**src/rtl/fcd_pkg.sv**
```systemverilog
// package: shared constants and types of the four-clock instruction decoder
package fcd_pkg;

  // ---------------------------------------------------------------
  // timing
  // ---------------------------------------------------------------
  localparam int FCD_CLK_PER_CYC = 4;
  localparam int FCD_MAX_CYC = 5;

  // ---------------------------------------------------------------
  // reset values and fixed addresses
  // ---------------------------------------------------------------
  localparam logic [15:0] FCD_PC_RST = 16'h0000;
  localparam logic [7:0] FCD_ACC_RST = 8'h00;
  localparam logic [7:0] FCD_B_RST = 8'h00;
  localparam logic [7:0] FCD_B_ADDR = 8'hf0;
  localparam logic [4:0] FCD_BANK_BASE = 5'h00;
  localparam logic [6:0] FCD_PTR_BASE = 7'h00;

  // ---------------------------------------------------------------
  // opcodes named by the sequencer and its checks
  // ---------------------------------------------------------------
  localparam logic [7:0] FCD_OPC_MUL = 8'ha4;
  localparam logic [7:0] FCD_OPC_DIV = 8'h84;
  localparam logic [7:0] FCD_OPC_SJMP = 8'h80;
  localparam logic [7:0] FCD_OPC_RL = 8'h23;
  localparam logic [7:0] FCD_OPC_RRC = 8'h13;
  localparam logic [7:0] FCD_OPC_LDI_ACC = 8'h74;
  localparam logic [7:0] FCD_OPC_SUM_WITH_CARRY_IMM = 8'h34;
  localparam logic [7:0] FCD_OPC_AND_DIR_IMM = 8'h53;

  // ---------------------------------------------------------------
  // decoded operation fields
  // ---------------------------------------------------------------
  typedef enum logic [3:0] {
    ALU_NONE, ALU_ADD, ALU_SUM_WITH_CARRY, ALU_SUBTRACT_WITH_BORROW, ALU_AND, ALU_OR, ALU_XOR,
    ALU_MOV, ALU_RL, ALU_RLC, ALU_RR, ALU_RRC, ALU_MUL, ALU_DIV, ALU_JMP
  } fcd_alu_e;

  typedef enum logic [2:0] {
    SRC_NONE, SRC_REG, SRC_DIR, SRC_IND, SRC_IMM, SRC_ACC
  } fcd_src_e;

  typedef enum logic [1:0] {
    DST_NONE, DST_ACC, DST_REG, DST_DIR
  } fcd_dst_e;

  typedef struct packed {
    fcd_alu_e alu;
    fcd_src_e src;
    fcd_dst_e dst;
    logic [1:0] len;
    logic [2:0] cyc;
    logic legal;
  } fcd_dec_s;

  // signed offset byte added to a program counter
  function automatic logic [15:0] fcd_rel_target(input logic [15:0] pc,
                                                  input logic [7:0] off);
    return pc + {{8{off[7]}}, off};
  endfunction : fcd_rel_target

endpackage : fcd_pkg

```
**src/rtl/fcd_dmem.sv**
```systemverilog
// memory: single-port internal data ram with registered read data
module fcd_dmem #(
  parameter int AW = 8,
  parameter int DW = 8
) (
  // clock and reset
  input wire logic clk_i,
  input wire logic srst_i,
  // access port
  input wire logic we_i,
  input wire logic [AW-1:0] addr_i,
  input wire logic [DW-1:0] wdata_i,
  output logic [DW-1:0] rdata_o
);
  import fcd_pkg::*;

  logic [DW-1:0] mem_r [2**AW];
  logic [DW-1:0] rdata_nxt;

  // read returns the old word on a same-cycle write
  always_comb begin
    rdata_nxt = mem_r[addr_i];
  end

  // array has no reset, contents stay undefined until written
  always_ff @(posedge clk_i) begin
    if (we_i) begin
      mem_r[addr_i] <= wdata_i;
    end
  end

  // read register
  always_ff @(posedge clk_i) begin
    if (srst_i) begin
      rdata_o <= '0;
    end else begin
      rdata_o <= rdata_nxt;
    end
  end

endmodule : fcd_dmem

```
**src/rtl/fcd_decode.sv**
```systemverilog
// decoder: opcode byte to operation, operand mode, length and cycle count
module fcd_decode (
  // opcode in
  input wire logic [7:0] opc_i,
  // decoded fields
  output fcd_pkg::fcd_dec_s dec_o
);
  import fcd_pkg::*;

  fcd_alu_e alu;
  logic log_grp;

  // one legal table row
  function automatic fcd_dec_s row(input fcd_alu_e a, input fcd_src_e s,
                                   input fcd_dst_e d, input logic [1:0] l,
                                   input logic [2:0] c);
    return '{alu: a, src: s, dst: d, len: l, cyc: c, legal: 1'b1};
  endfunction : row

  always_comb begin
    dec_o = '{alu: ALU_NONE, src: SRC_NONE, dst: DST_NONE,
              len: 2'd1, cyc: 3'd1, legal: 1'b0};
    log_grp = (opc_i[7:6] == 2'b01) && (opc_i[5:4] != 2'b11);
    // accumulator groups share one low-nibble layout
    case (opc_i[7:4])
      4'h2: alu = ALU_ADD;
      4'h3: alu = ALU_SUM_WITH_CARRY;
      4'h9: alu = ALU_SUBTRACT_WITH_BORROW;
      4'h5: alu = ALU_AND;
      4'h4: alu = ALU_OR;
      4'h6: alu = ALU_XOR;
      4'he: alu = ALU_MOV;
      default: alu = ALU_NONE;
    endcase
    if (alu != ALU_NONE) begin
      casez (opc_i[3:0])
        4'b1???: dec_o = row(alu, SRC_REG, DST_ACC, 2'd1, 3'd1);
        4'h4: begin
          if (opc_i[7:4] != 4'he) begin
            dec_o = row(alu, SRC_IMM, DST_ACC, 2'd2, 3'd2);
          end
        end
        4'h5: dec_o = row(alu, SRC_DIR, DST_ACC, 2'd2, 3'd2);
        4'b011?: dec_o = row(alu, SRC_IND, DST_ACC, 2'd1, 3'd1);
        // 0x62 takes the two-byte form, not the printed duplicate
        4'h2: if (log_grp) dec_o = row(alu, SRC_ACC, DST_DIR, 2'd2, 3'd2);
        4'h3: if (log_grp) dec_o = row(alu, SRC_IMM, DST_DIR, 2'd3, 3'd3);
        default: ;
      endcase
    end
    // single opcodes and register-move ranges
    casez (opc_i)
      8'h00: dec_o = row(ALU_NONE, SRC_NONE, DST_NONE, 2'd1, 3'd1);
      8'h33: dec_o = row(ALU_RLC, SRC_NONE, DST_ACC, 2'd1, 3'd1);
      8'h23: dec_o = row(ALU_RL, SRC_NONE, DST_ACC, 2'd1, 3'd1);
      8'h13: dec_o = row(ALU_RRC, SRC_NONE, DST_ACC, 2'd1, 3'd1);
      8'h03: dec_o = row(ALU_RR, SRC_NONE, DST_ACC, 2'd1, 3'd1);
      8'h74: dec_o = row(ALU_MOV, SRC_IMM, DST_ACC, 2'd2, 3'd2);
      8'ha4: dec_o = row(ALU_MUL, SRC_NONE, DST_ACC, 2'd1, 3'd5);
      8'h84: dec_o = row(ALU_DIV, SRC_NONE, DST_ACC, 2'd1, 3'd5);
      8'h80: dec_o = row(ALU_JMP, SRC_IMM, DST_NONE, 2'd2, 3'd3);
      8'hf5: dec_o = row(ALU_MOV, SRC_ACC, DST_DIR, 2'd2, 3'd2);
      8'b1111_1???: dec_o = row(ALU_MOV, SRC_ACC, DST_REG, 2'd1, 3'd1);
      8'b1010_1???: dec_o = row(ALU_MOV, SRC_DIR, DST_REG, 2'd2, 3'd2);
      8'b0111_1???: dec_o = row(ALU_MOV, SRC_IMM, DST_REG, 2'd2, 3'd2);
      8'b1000_1???: dec_o = row(ALU_MOV, SRC_REG, DST_DIR, 2'd2, 3'd2);
      default: ;
    endcase
  end

endmodule : fcd_decode

```
**src/rtl/fcd_core.sv**
```systemverilog
// top: four-clock instruction fetch, decode and execute sequencer
// ---------------------------------------------------------------
// ---------------------------------------------------------------
module fcd_core (
  // clock and reset
  input wire logic sys_clk_i,
  input wire logic srst_i,
  // code memory fetch
  output logic [15:0] code_addr_o,
  output logic code_rd_o,
  input wire logic [7:0] code_data_i,
  // core state
  output logic [15:0] pc_o,
  output logic [7:0] acc_o,
  output logic carry_o,
  output logic ovf_o,
  output logic instr_done_o,
  output logic illegal_o
);
  import fcd_pkg::*;

  typedef enum logic [2:0] {
    S_BOOT, S_OPC, S_REQ, S_CAP, S_PTR, S_RD, S_EXE, S_WAIT
  } fcd_state_e;

  // ---------------------------------------------------------------
  // decode and data memory
  // ---------------------------------------------------------------
  fcd_dec_s dec_in;
  logic mem_we;
  logic [7:0] mem_addr;
  logic [7:0] mem_wd;
  logic [7:0] mem_q;

  fcd_decode u_dec (
    .opc_i(code_data_i),
    .dec_o(dec_in)
  );

  fcd_dmem #(
    .AW(8),
    .DW(8)
  ) u_dmem (
    .clk_i(sys_clk_i),
    .srst_i(srst_i),
    .we_i(mem_we),
    .addr_i(mem_addr),
    .wdata_i(mem_wd),
    .rdata_o(mem_q)
  );

  // ---------------------------------------------------------------
  // sequencer state
  // ---------------------------------------------------------------
  fcd_state_e state_r, state_nxt;
  fcd_dec_s dec_r, dec_nxt;
  logic [7:0] opc_r, opc_nxt;
  logic [7:0] b1_r, b1_nxt;
  logic [7:0] b2_r, b2_nxt;
  logic idx_r, idx_nxt;
  logic [4:0] cnt_r, cnt_nxt;
  logic [15:0] pc_r, pc_nxt;
  logic [15:0] caddr_r, caddr_nxt;
  logic crd_r, crd_nxt;
  logic done_r, done_nxt;
  logic ill_r, ill_nxt;
  logic [4:0] last_w;
  logic final_w;
  logic [15:0] pc_use;

  // last clock of the instruction: cycles times four, minus one
  assign last_w = 5'(dec_r.cyc * FCD_CLK_PER_CYC - 1);
  assign final_w = (cnt_r == last_w) && ((state_r == S_EXE) || (state_r == S_WAIT));

  // next-state logic; the next opcode is requested in the final clock so
  // that its fetch overlaps and a one-cycle instruction fits in four clocks
  always_comb begin
    state_nxt = state_r;
    dec_nxt = dec_r;
    opc_nxt = opc_r;
    b1_nxt = b1_r;
    b2_nxt = b2_r;
    idx_nxt = idx_r;
    cnt_nxt = cnt_r + 5'd1;
    pc_nxt = pc_r;
    caddr_nxt = caddr_r;
    crd_nxt = 1'b0;
    done_nxt = 1'b0;
    ill_nxt = ill_r;
    pc_use = pc_r;
    case (state_r)
      S_BOOT: begin
        crd_nxt = 1'b1;
        caddr_nxt = pc_r;
        pc_nxt = pc_r + 16'd1;
        state_nxt = S_OPC;
      end
      S_OPC: begin
        // opcode is on the bus this clock: clock 0 of the instruction
        opc_nxt = code_data_i;
        dec_nxt = dec_in;
        ill_nxt = !dec_in.legal;
        cnt_nxt = 5'd1;
        idx_nxt = 1'b0;
        if (dec_in.len > 2'd1) begin
          state_nxt = S_REQ;
        end else if (dec_in.src == SRC_IND) begin
          state_nxt = S_PTR;
        end else begin
          state_nxt = S_RD;
        end
      end
      S_REQ: begin
        crd_nxt = 1'b1;
        caddr_nxt = pc_r;
        pc_nxt = pc_r + 16'd1;
        state_nxt = S_CAP;
      end
      S_CAP: begin
        // operand bytes land in order: first, then second
        if (!idx_r) begin
          b1_nxt = code_data_i;
        end else begin
          b2_nxt = code_data_i;
        end
        idx_nxt = 1'b1;
        if (!idx_r && (dec_r.len == 2'd3)) begin
          state_nxt = S_REQ;
        end else if (dec_r.src == SRC_IND) begin
          state_nxt = S_PTR;
        end else begin
          state_nxt = S_RD;
        end
      end
      S_PTR: begin
        state_nxt = S_RD;
      end
      S_RD: begin
        state_nxt = S_EXE;
      end
      S_EXE, S_WAIT: begin
        if ((state_r == S_EXE) && (dec_r.alu == ALU_JMP)) begin
          pc_use = fcd_rel_target(pc_r, b1_r);
        end
        pc_nxt = pc_use;
        state_nxt = S_WAIT;
        if (final_w) begin
          // hold until the cycle budget is spent, then fetch the next opcode
          crd_nxt = 1'b1;
          caddr_nxt = pc_use;
          pc_nxt = pc_use + 16'd1;
          done_nxt = 1'b1;
          state_nxt = S_OPC;
        end
      end
      default: begin
        state_nxt = S_BOOT;
      end
    endcase
  end

  // sequencer registers
  always_ff @(posedge sys_clk_i) begin
    if (srst_i) begin
      state_r <= S_BOOT;
      dec_r <= '0;
      opc_r <= 8'h00;
      b1_r <= 8'h00;
      b2_r <= 8'h00;
      idx_r <= 1'b0;
      cnt_r <= 5'h00;
      pc_r <= FCD_PC_RST;
      caddr_r <= FCD_PC_RST;
      crd_r <= 1'b0;
      done_r <= 1'b0;
      ill_r <= 1'b0;
    end else begin
      state_r <= state_nxt;
      dec_r <= dec_nxt;
      opc_r <= opc_nxt;
      b1_r <= b1_nxt;
      b2_r <= b2_nxt;
      idx_r <= idx_nxt;
      cnt_r <= cnt_nxt;
      pc_r <= pc_nxt;
      caddr_r <= caddr_nxt;
      crd_r <= crd_nxt;
      done_r <= done_nxt;
      ill_r <= ill_nxt;
    end
  end

  // ---------------------------------------------------------------
  // datapath
  // ---------------------------------------------------------------
  logic [7:0] acc_r, acc_nxt;
  logic cy_r, cy_nxt;
  logic ov_r, ov_nxt;
  logic [7:0] b_r, b_nxt;
  logic rdb_r, rdb_nxt;
  logic [7:0] reg_addr;
  logic [7:0] ptr_addr;
  logic [7:0] opnd, imm, lhs, rhs, res;
  logic [8:0] add9, sub9;
  logic [15:0] prod;
  logic cin;

  // bank registers sit at the bottom of data memory
  assign reg_addr = {FCD_BANK_BASE, opc_r[2:0]};
  assign ptr_addr = {FCD_PTR_BASE, opc_r[0]};

  // operand fetch, alu and write-back; one ram port, so reads happen in
  // S_PTR/S_RD and the single write in S_EXE
  always_comb begin
    acc_nxt = acc_r;
    cy_nxt = cy_r;
    ov_nxt = ov_r;
    b_nxt = b_r;
    rdb_nxt = 1'b0;
    mem_we = 1'b0;
    mem_addr = b1_r;
    opnd = rdb_r ? b_r : mem_q;
    imm = (dec_r.len == 2'd3) ? b2_r : b1_r;
    lhs = (dec_r.dst == DST_DIR) ? opnd : acc_r;
    case (dec_r.src)
      SRC_REG, SRC_DIR, SRC_IND: rhs = opnd;
      SRC_IMM: rhs = imm;
      SRC_ACC: rhs = acc_r;
      default: rhs = 8'h00;
    endcase
    cin = (dec_r.alu == ALU_SUM_WITH_CARRY) ? cy_r : 1'b0;
    add9 = {1'b0, lhs} + {1'b0, rhs} + {8'h00, cin};
    sub9 = {1'b0, lhs} - {1'b0, rhs} - {8'h00, cy_r};
    prod = 16'(acc_r) * 16'(b_r);
    res = lhs;
    case (state_r)
      S_PTR: mem_addr = ptr_addr;
      S_RD: begin
        if (dec_r.src == SRC_IND) begin
          mem_addr = mem_q;
        end else if (dec_r.src == SRC_REG) begin
          mem_addr = reg_addr;
        end else begin
          mem_addr = b1_r;
          rdb_nxt = (b1_r == FCD_B_ADDR);
        end
      end
      S_EXE: mem_addr = (dec_r.dst == DST_REG) ? reg_addr : b1_r;
      default: mem_addr = b1_r;
    endcase
    if (state_r == S_EXE) begin
      case (dec_r.alu)
        ALU_ADD, ALU_SUM_WITH_CARRY: begin
          res = add9[7:0];
          cy_nxt = add9[8];
        end
        ALU_SUBTRACT_WITH_BORROW: begin
          res = sub9[7:0];
          cy_nxt = sub9[8];
        end
        ALU_AND: res = lhs & rhs;
        ALU_OR: res = lhs | rhs;
        ALU_XOR: res = lhs ^ rhs;
        ALU_MOV: res = rhs;
        ALU_RL: res = {acc_r[6:0], acc_r[7]};
        ALU_RLC: begin
          res = {acc_r[6:0], cy_r};
          cy_nxt = acc_r[7];
        end
        ALU_RR: res = {acc_r[0], acc_r[7:1]};
        ALU_RRC: begin
          res = {cy_r, acc_r[7:1]};
          cy_nxt = acc_r[0];
        end
        ALU_MUL: begin
          res = prod[7:0];
          b_nxt = prod[15:8];
          cy_nxt = 1'b0;
          ov_nxt = |prod[15:8];
        end
        ALU_DIV: begin
          // divide by zero leaves a and b untouched and flags overflow
          cy_nxt = 1'b0;
          ov_nxt = (b_r == 8'h00);
          if (b_r != 8'h00) begin
            res = acc_r / b_r;
            b_nxt = acc_r % b_r;
          end else begin
            res = acc_r;
          end
        end
        default: res = lhs;
      endcase
      if (dec_r.dst == DST_ACC) begin
        acc_nxt = res;
      end
      if ((dec_r.dst == DST_DIR) && (b1_r == FCD_B_ADDR)) begin
        b_nxt = res;
      end
      // the b register shadows its direct address in ram
      mem_we = (dec_r.dst == DST_REG) ||
               ((dec_r.dst == DST_DIR) && (b1_r != FCD_B_ADDR));
    end
    mem_wd = res;
  end

  // datapath registers
  always_ff @(posedge sys_clk_i) begin
    if (srst_i) begin
      acc_r <= FCD_ACC_RST;
      cy_r <= 1'b0;
      ov_r <= 1'b0;
      b_r <= FCD_B_RST;
      rdb_r <= 1'b0;
    end else begin
      acc_r <= acc_nxt;
      cy_r <= cy_nxt;
      ov_r <= ov_nxt;
      b_r <= b_nxt;
      rdb_r <= rdb_nxt;
    end
  end

  // outputs straight from registers
  assign code_addr_o = caddr_r;
  assign code_rd_o = crd_r;
  assign pc_o = pc_r;
  assign acc_o = acc_r;
  assign carry_o = cy_r;
  assign ovf_o = ov_r;
  assign instr_done_o = done_r;
  assign illegal_o = ill_r;

  // ---------------------------------------------------------------
  // checks
  // ---------------------------------------------------------------
  logic [4:0] since_r;
  logic seen_r;
  logic [7:0] acc_st;
  logic cy_st;
  logic [15:0] opa_st;

  // clocks between completions, and state at the start of each instruction
  always_ff @(posedge sys_clk_i) begin
    if (srst_i) begin
      since_r <= 5'h00;
      seen_r <= 1'b0;
      acc_st <= 8'h00;
      cy_st <= 1'b0;
      opa_st <= 16'h0000;
    end else begin
      since_r <= done_r ? 5'd1 : since_r + 5'd1;
      seen_r <= seen_r | done_r;
      if (state_r == S_OPC) begin
        acc_st <= acc_r;
        cy_st <= cy_r;
        opa_st <= caddr_r;
      end
    end
  end
endmodule : fcd_core

```
**config.mk**
```make
export PLATFORM = sky130hd
export DESIGN_NAME = fcd_core
export DESIGN_NICKNAME = d
export VERILOG_FILES = /design/src/rtl/fcd_pkg.sv /design/src/rtl/fcd_dmem.sv /design/src/rtl/fcd_decode.sv /design/src/rtl/fcd_core.sv
export SDC_FILE = /design/constraint.sdc
export NUM_CORES = 2
export LEC_CHECK = 0
export BUFFER_PORTS_ARGS = -buffer_cell sky130_fd_sc_hd__buf_2
export CAP_MARGIN = 20
export CORE_ASPECT_RATIO = 0.6
export CORE_UTILIZATION = 35
export DETAILED_ROUTE_END_ITERATION = 7
export GPL_ROUTABILITY_DRIVEN = 0
export PLACE_DENSITY = 0.56
export SYNTH_ARGS = -nofsm -noshare
export SYNTH_HDL_FRONTEND = slang
export SYNTH_HIERARCHICAL = 1
export SYNTH_SLANG_ARGS = --single-unit
```
**constraint.sdc**
```tcl
create_clock -name sys_clk_i -period 39.7 [get_ports sys_clk_i]
set_clock_uncertainty 0.05 [all_clocks]
set_input_delay 5.955 -clock sys_clk_i [delete_from_list [all_inputs] [get_ports sys_clk_i]]
set_output_delay 5.955 -clock sys_clk_i [all_outputs]
set_load 0.05 [all_outputs]
```
==> flow_summary.yaml <==
route:
  wire_per_inst_um: 28.2
  ant_nets: 0
  drt-total-wl_um: 263000
  dr.first_iter.drc_count: 7430
  vias_per_cell: 5.71
  drc_errors: 10
  vias: 53300
  first_pass_iters: 8
setup_path:
  path_class: "flip-flop to flip-flop"
  worstPathMaxFanout: 179
  rr_startpoint: "b_r[7]"
  endpoint: "u_dmem/mem_r[145][0]"
  r2r_slack_ns: 25.43
  crit_arrival_ns: 14.71
  reg2reg_to: "u_dmem/mem_r[145][0]"
  setup.worst_path.start_class: "flip-flop"
  startpoint: "b_r[7]"
  crit_path_frequent_cell: "a21oi_1"
  cp-end-kind: "flip-flop"
  cpMaxStageDelayCell: "buf_4"
  crit_path_max_incr_delay_ns: 0.75
  rr_worst_depth: 50
  crit_required_ns: 40.14
yosys:
  ys_types: 117
  yosys.area_share.xor_xnor_pct: 0.534
  synthAdderAreaFrac_pct: 2.59
  yosysWarnings: 6
  synth-edff-count: 2048
  muxShareOfSynthArea_pct: 13.6
  synthArstFlopShare_pct: 0
  avgSynthCellArea_um2: 16.5
  syn-cell-area_um2: 92700
  synth_seq_area_share_pct: 68.6
  syn_inst: 5610
  synthSimpleGateAreaFrac_pct: 6.03
  synthesis.nets: 5786
  synth-main-ff-cell: "edfxtp_1"
  synth_top_family_by_area: "multiplexers"
  ys_ff_latch: 2152
  synth-compound-area-share_pct: 6.18
pwr:
  swShare_pct: 22.0
  power_frac_seq_pct: 55.0
  power_frac_clock_pct: 40.3
  irDropWorstVdd_mv: 0.0314
  power.switching_uw: 986
  comb_power_share_pct: 4.6
  p_int_uw: 3500
  p_leak_uw: 0.0318
  p_per_area_nw_per_um2: 43.6
job:
  max_cap_viol_count: 0
cts:
  cts_max_level: 4
  clock_latency_ns: 0.87
  post_cts.repair.setup_buffers: 0
  root_buffer: "clkbuf_16"
  cts.path.max_buffers: 4
  ctsResizeCount: 0
  cts_tree: "built"
  cts_buffers: 195
  ctsHoldBuffers: 0
  clock-sinks: 2152
  clkTransAtPathRegs_ns: 0.07
floorplanning:
  die-area_um2: 267000
  start_util_pct: 35.4
  die_w_um: 666
  io_pins: 55
  die_h_um: 401
  core_um2: 262000
  std_cell_rows: 145
hold_path:
  worstHoldPathType: "flip-flop to flip-flop"
  hold_start: "dec_r[2]"
grt:
  grt_pass1_wl_um: 378000
  antenna_found_initial: 11
  first_global_vias: 51000
  grt-ovfl-total: 0
  grt_start_max_net_pins: 195
  grt_usage_pct: 19.2
status:
  failed_checks: "design-rule violations"
  status: "finished with violations"
timing:
  finalSetupTns_ns: 0
  worst_hold_slack_ns: 0.407
  post-route-min-period_ns: 14.27
  maxSlewViolCount: 0
  hold_viol: 0
  fin_crit_sh_pct: 36.0
  worstMarginPinSlew_ns: 1.18
  setup_viol: 0
  rsz0062_at_grt: "false"
  relSlewSlack_pct: 21.5
  max_freq_mhz: 70.1
finish:
  final_common_cell: "edfxtp_1"
  drive_above_1_share_pct: 17.1
  final_nets: 5845
  syn_to_final_growth_pct: 11.0
  final_cell_mix: "2048 x edfxtp_1, 399 x nor2_1, 398 x mux4_2"
placed_design:
  port-buffer-count: 54
  hpwl_um: 168000
-- layer usage --
metal  routed length (um)  GRT usage, %  vias to the layer above  share of wire (%)
met5                  568          1.46                        -               0.22
met4                 3890          2.97                        8                1.5
met3                31800          5.94                      326                 12
met2               103000          24.8                     2708                 39
met1               124000          31.4                    27900                 47
li1                     -             -                    22400                  -
-- worst min-delay path by stage --
stage / endpoint / slack, ns / cells past startpoint
6_report: dec_r[2] / 0.41 / 2
5_1_grt: b2_r[2] / 0.42 / 2
2_1_floorplan: opc_r[0] / 0.38 / 2
4_1_cts: b2_r[2] / 0.41 / 2
3_3_place_gp: b2_r[6] / 0.39 / 2
3_5_place_dp: b2_r[2] / 0.40 / 2
-- kinds of logic after synthesis --
family,Yosys count
adders and majority gates,167
xor gates and xnor gates,55
buffers and inverters,459
and+or+nand+nor,1178
DFF,2152
muxes,743
AOI/OAI and AO/OA,856
-- registers in the layout, summed over array words and instances, names as in the netlist --
signal          flops
carry_o             1
opc_r               3
u_dmem/mem_r     2048
b2_r                8
idx_r               1
illegal_o           1
dec_r              14
rdb_r               1
pc_o               16
instr_done_o        1
ovf_o               1
cnt_r               5
b_r                 8
b1_r                8
u_dmem/rdata_o      8
code_rd_o           1
acc_o               8
state_r             3
code_addr_o        16
-- critical path: cells and delay by family (launching register included) --
kind / cells / cell delay, ns
AOI/OAI and AO/OA: 25 / 5.24
DFF: 1 / 0.50
buffers and inverters: 6 / 1.80
muxes: 3 / 1.08
adders and majority gates: 7 / 2.13
and+or+nand+nor: 9 / 2.95
-- power by group through the flow --
stage          registers, uW  logic (uW)  clock network, uW
6_report                2470         208               1810
5_1_grt                 2470         220               1930
4_1_cts                 2470         205               1850
3_5_place_dp            2520         204                  0
3_3_place_gp            2520         204                  0
2_1_floorplan           2530         130                  0
-- final cells by class --
cell class,instances,area (um^2)
clock buffers,231,5110
repair buffers,196,1500
flip-flops and latches,2152,63600
inverters,125,469
fillers,23700,159000
diodes,4,10.0
multi-input cells,2999,27100
well taps,3528,4410
clock inverters,109,756
-- metrics by stage --
step                setup WS [ns]  total power, uW  std cells  utilization (%)  area (um^2)
global route                24.51             4620       9340             39.3       103000
finish                      25.43             4490       9344             39.3       103000
CTS                         25.68             4520       9329             39.3       103000
detailed placement          25.75             2720       8989             37.0        97000
floorplan                   16.90             2660       5610                -        92700
global placement            26.12             2720       8986             37.0        96900
-- cell usage after synthesis (all sizes together) (29+ instances only) --
master / instances / area share [%]
buf: 167 / 1.3
a211oi: 48 / 0.39
ha: 124 / 1.7
fa: 42 / 0.91
dfxtp: 104 / 2.2
nor2b: 45 / 0.30
a22oi: 97 / 0.79
nand3: 74 / 0.40
mux2: 48 / 0.58
a21oi: 214 / 1.2
o211ai: 36 / 0.29
nand2b: 29 / 0.20
mux2i: 287 / 3.1
nor2: 406 / 1.6
edfxtp: 2048 / 66
xor2: 29 / 0.27
a31oi: 30 / 0.20
nand2: 320 / 1.3
inv: 121 / 0.49
clkbuf: 167 / 0.69
o21ai: 158 / 0.85
and2: 37 / 0.25
mux4: 408 / 10
nor3: 100 / 0.55
o22ai: 46 / 0.31
Note: power is estimated with default switching activity, not from simulation.
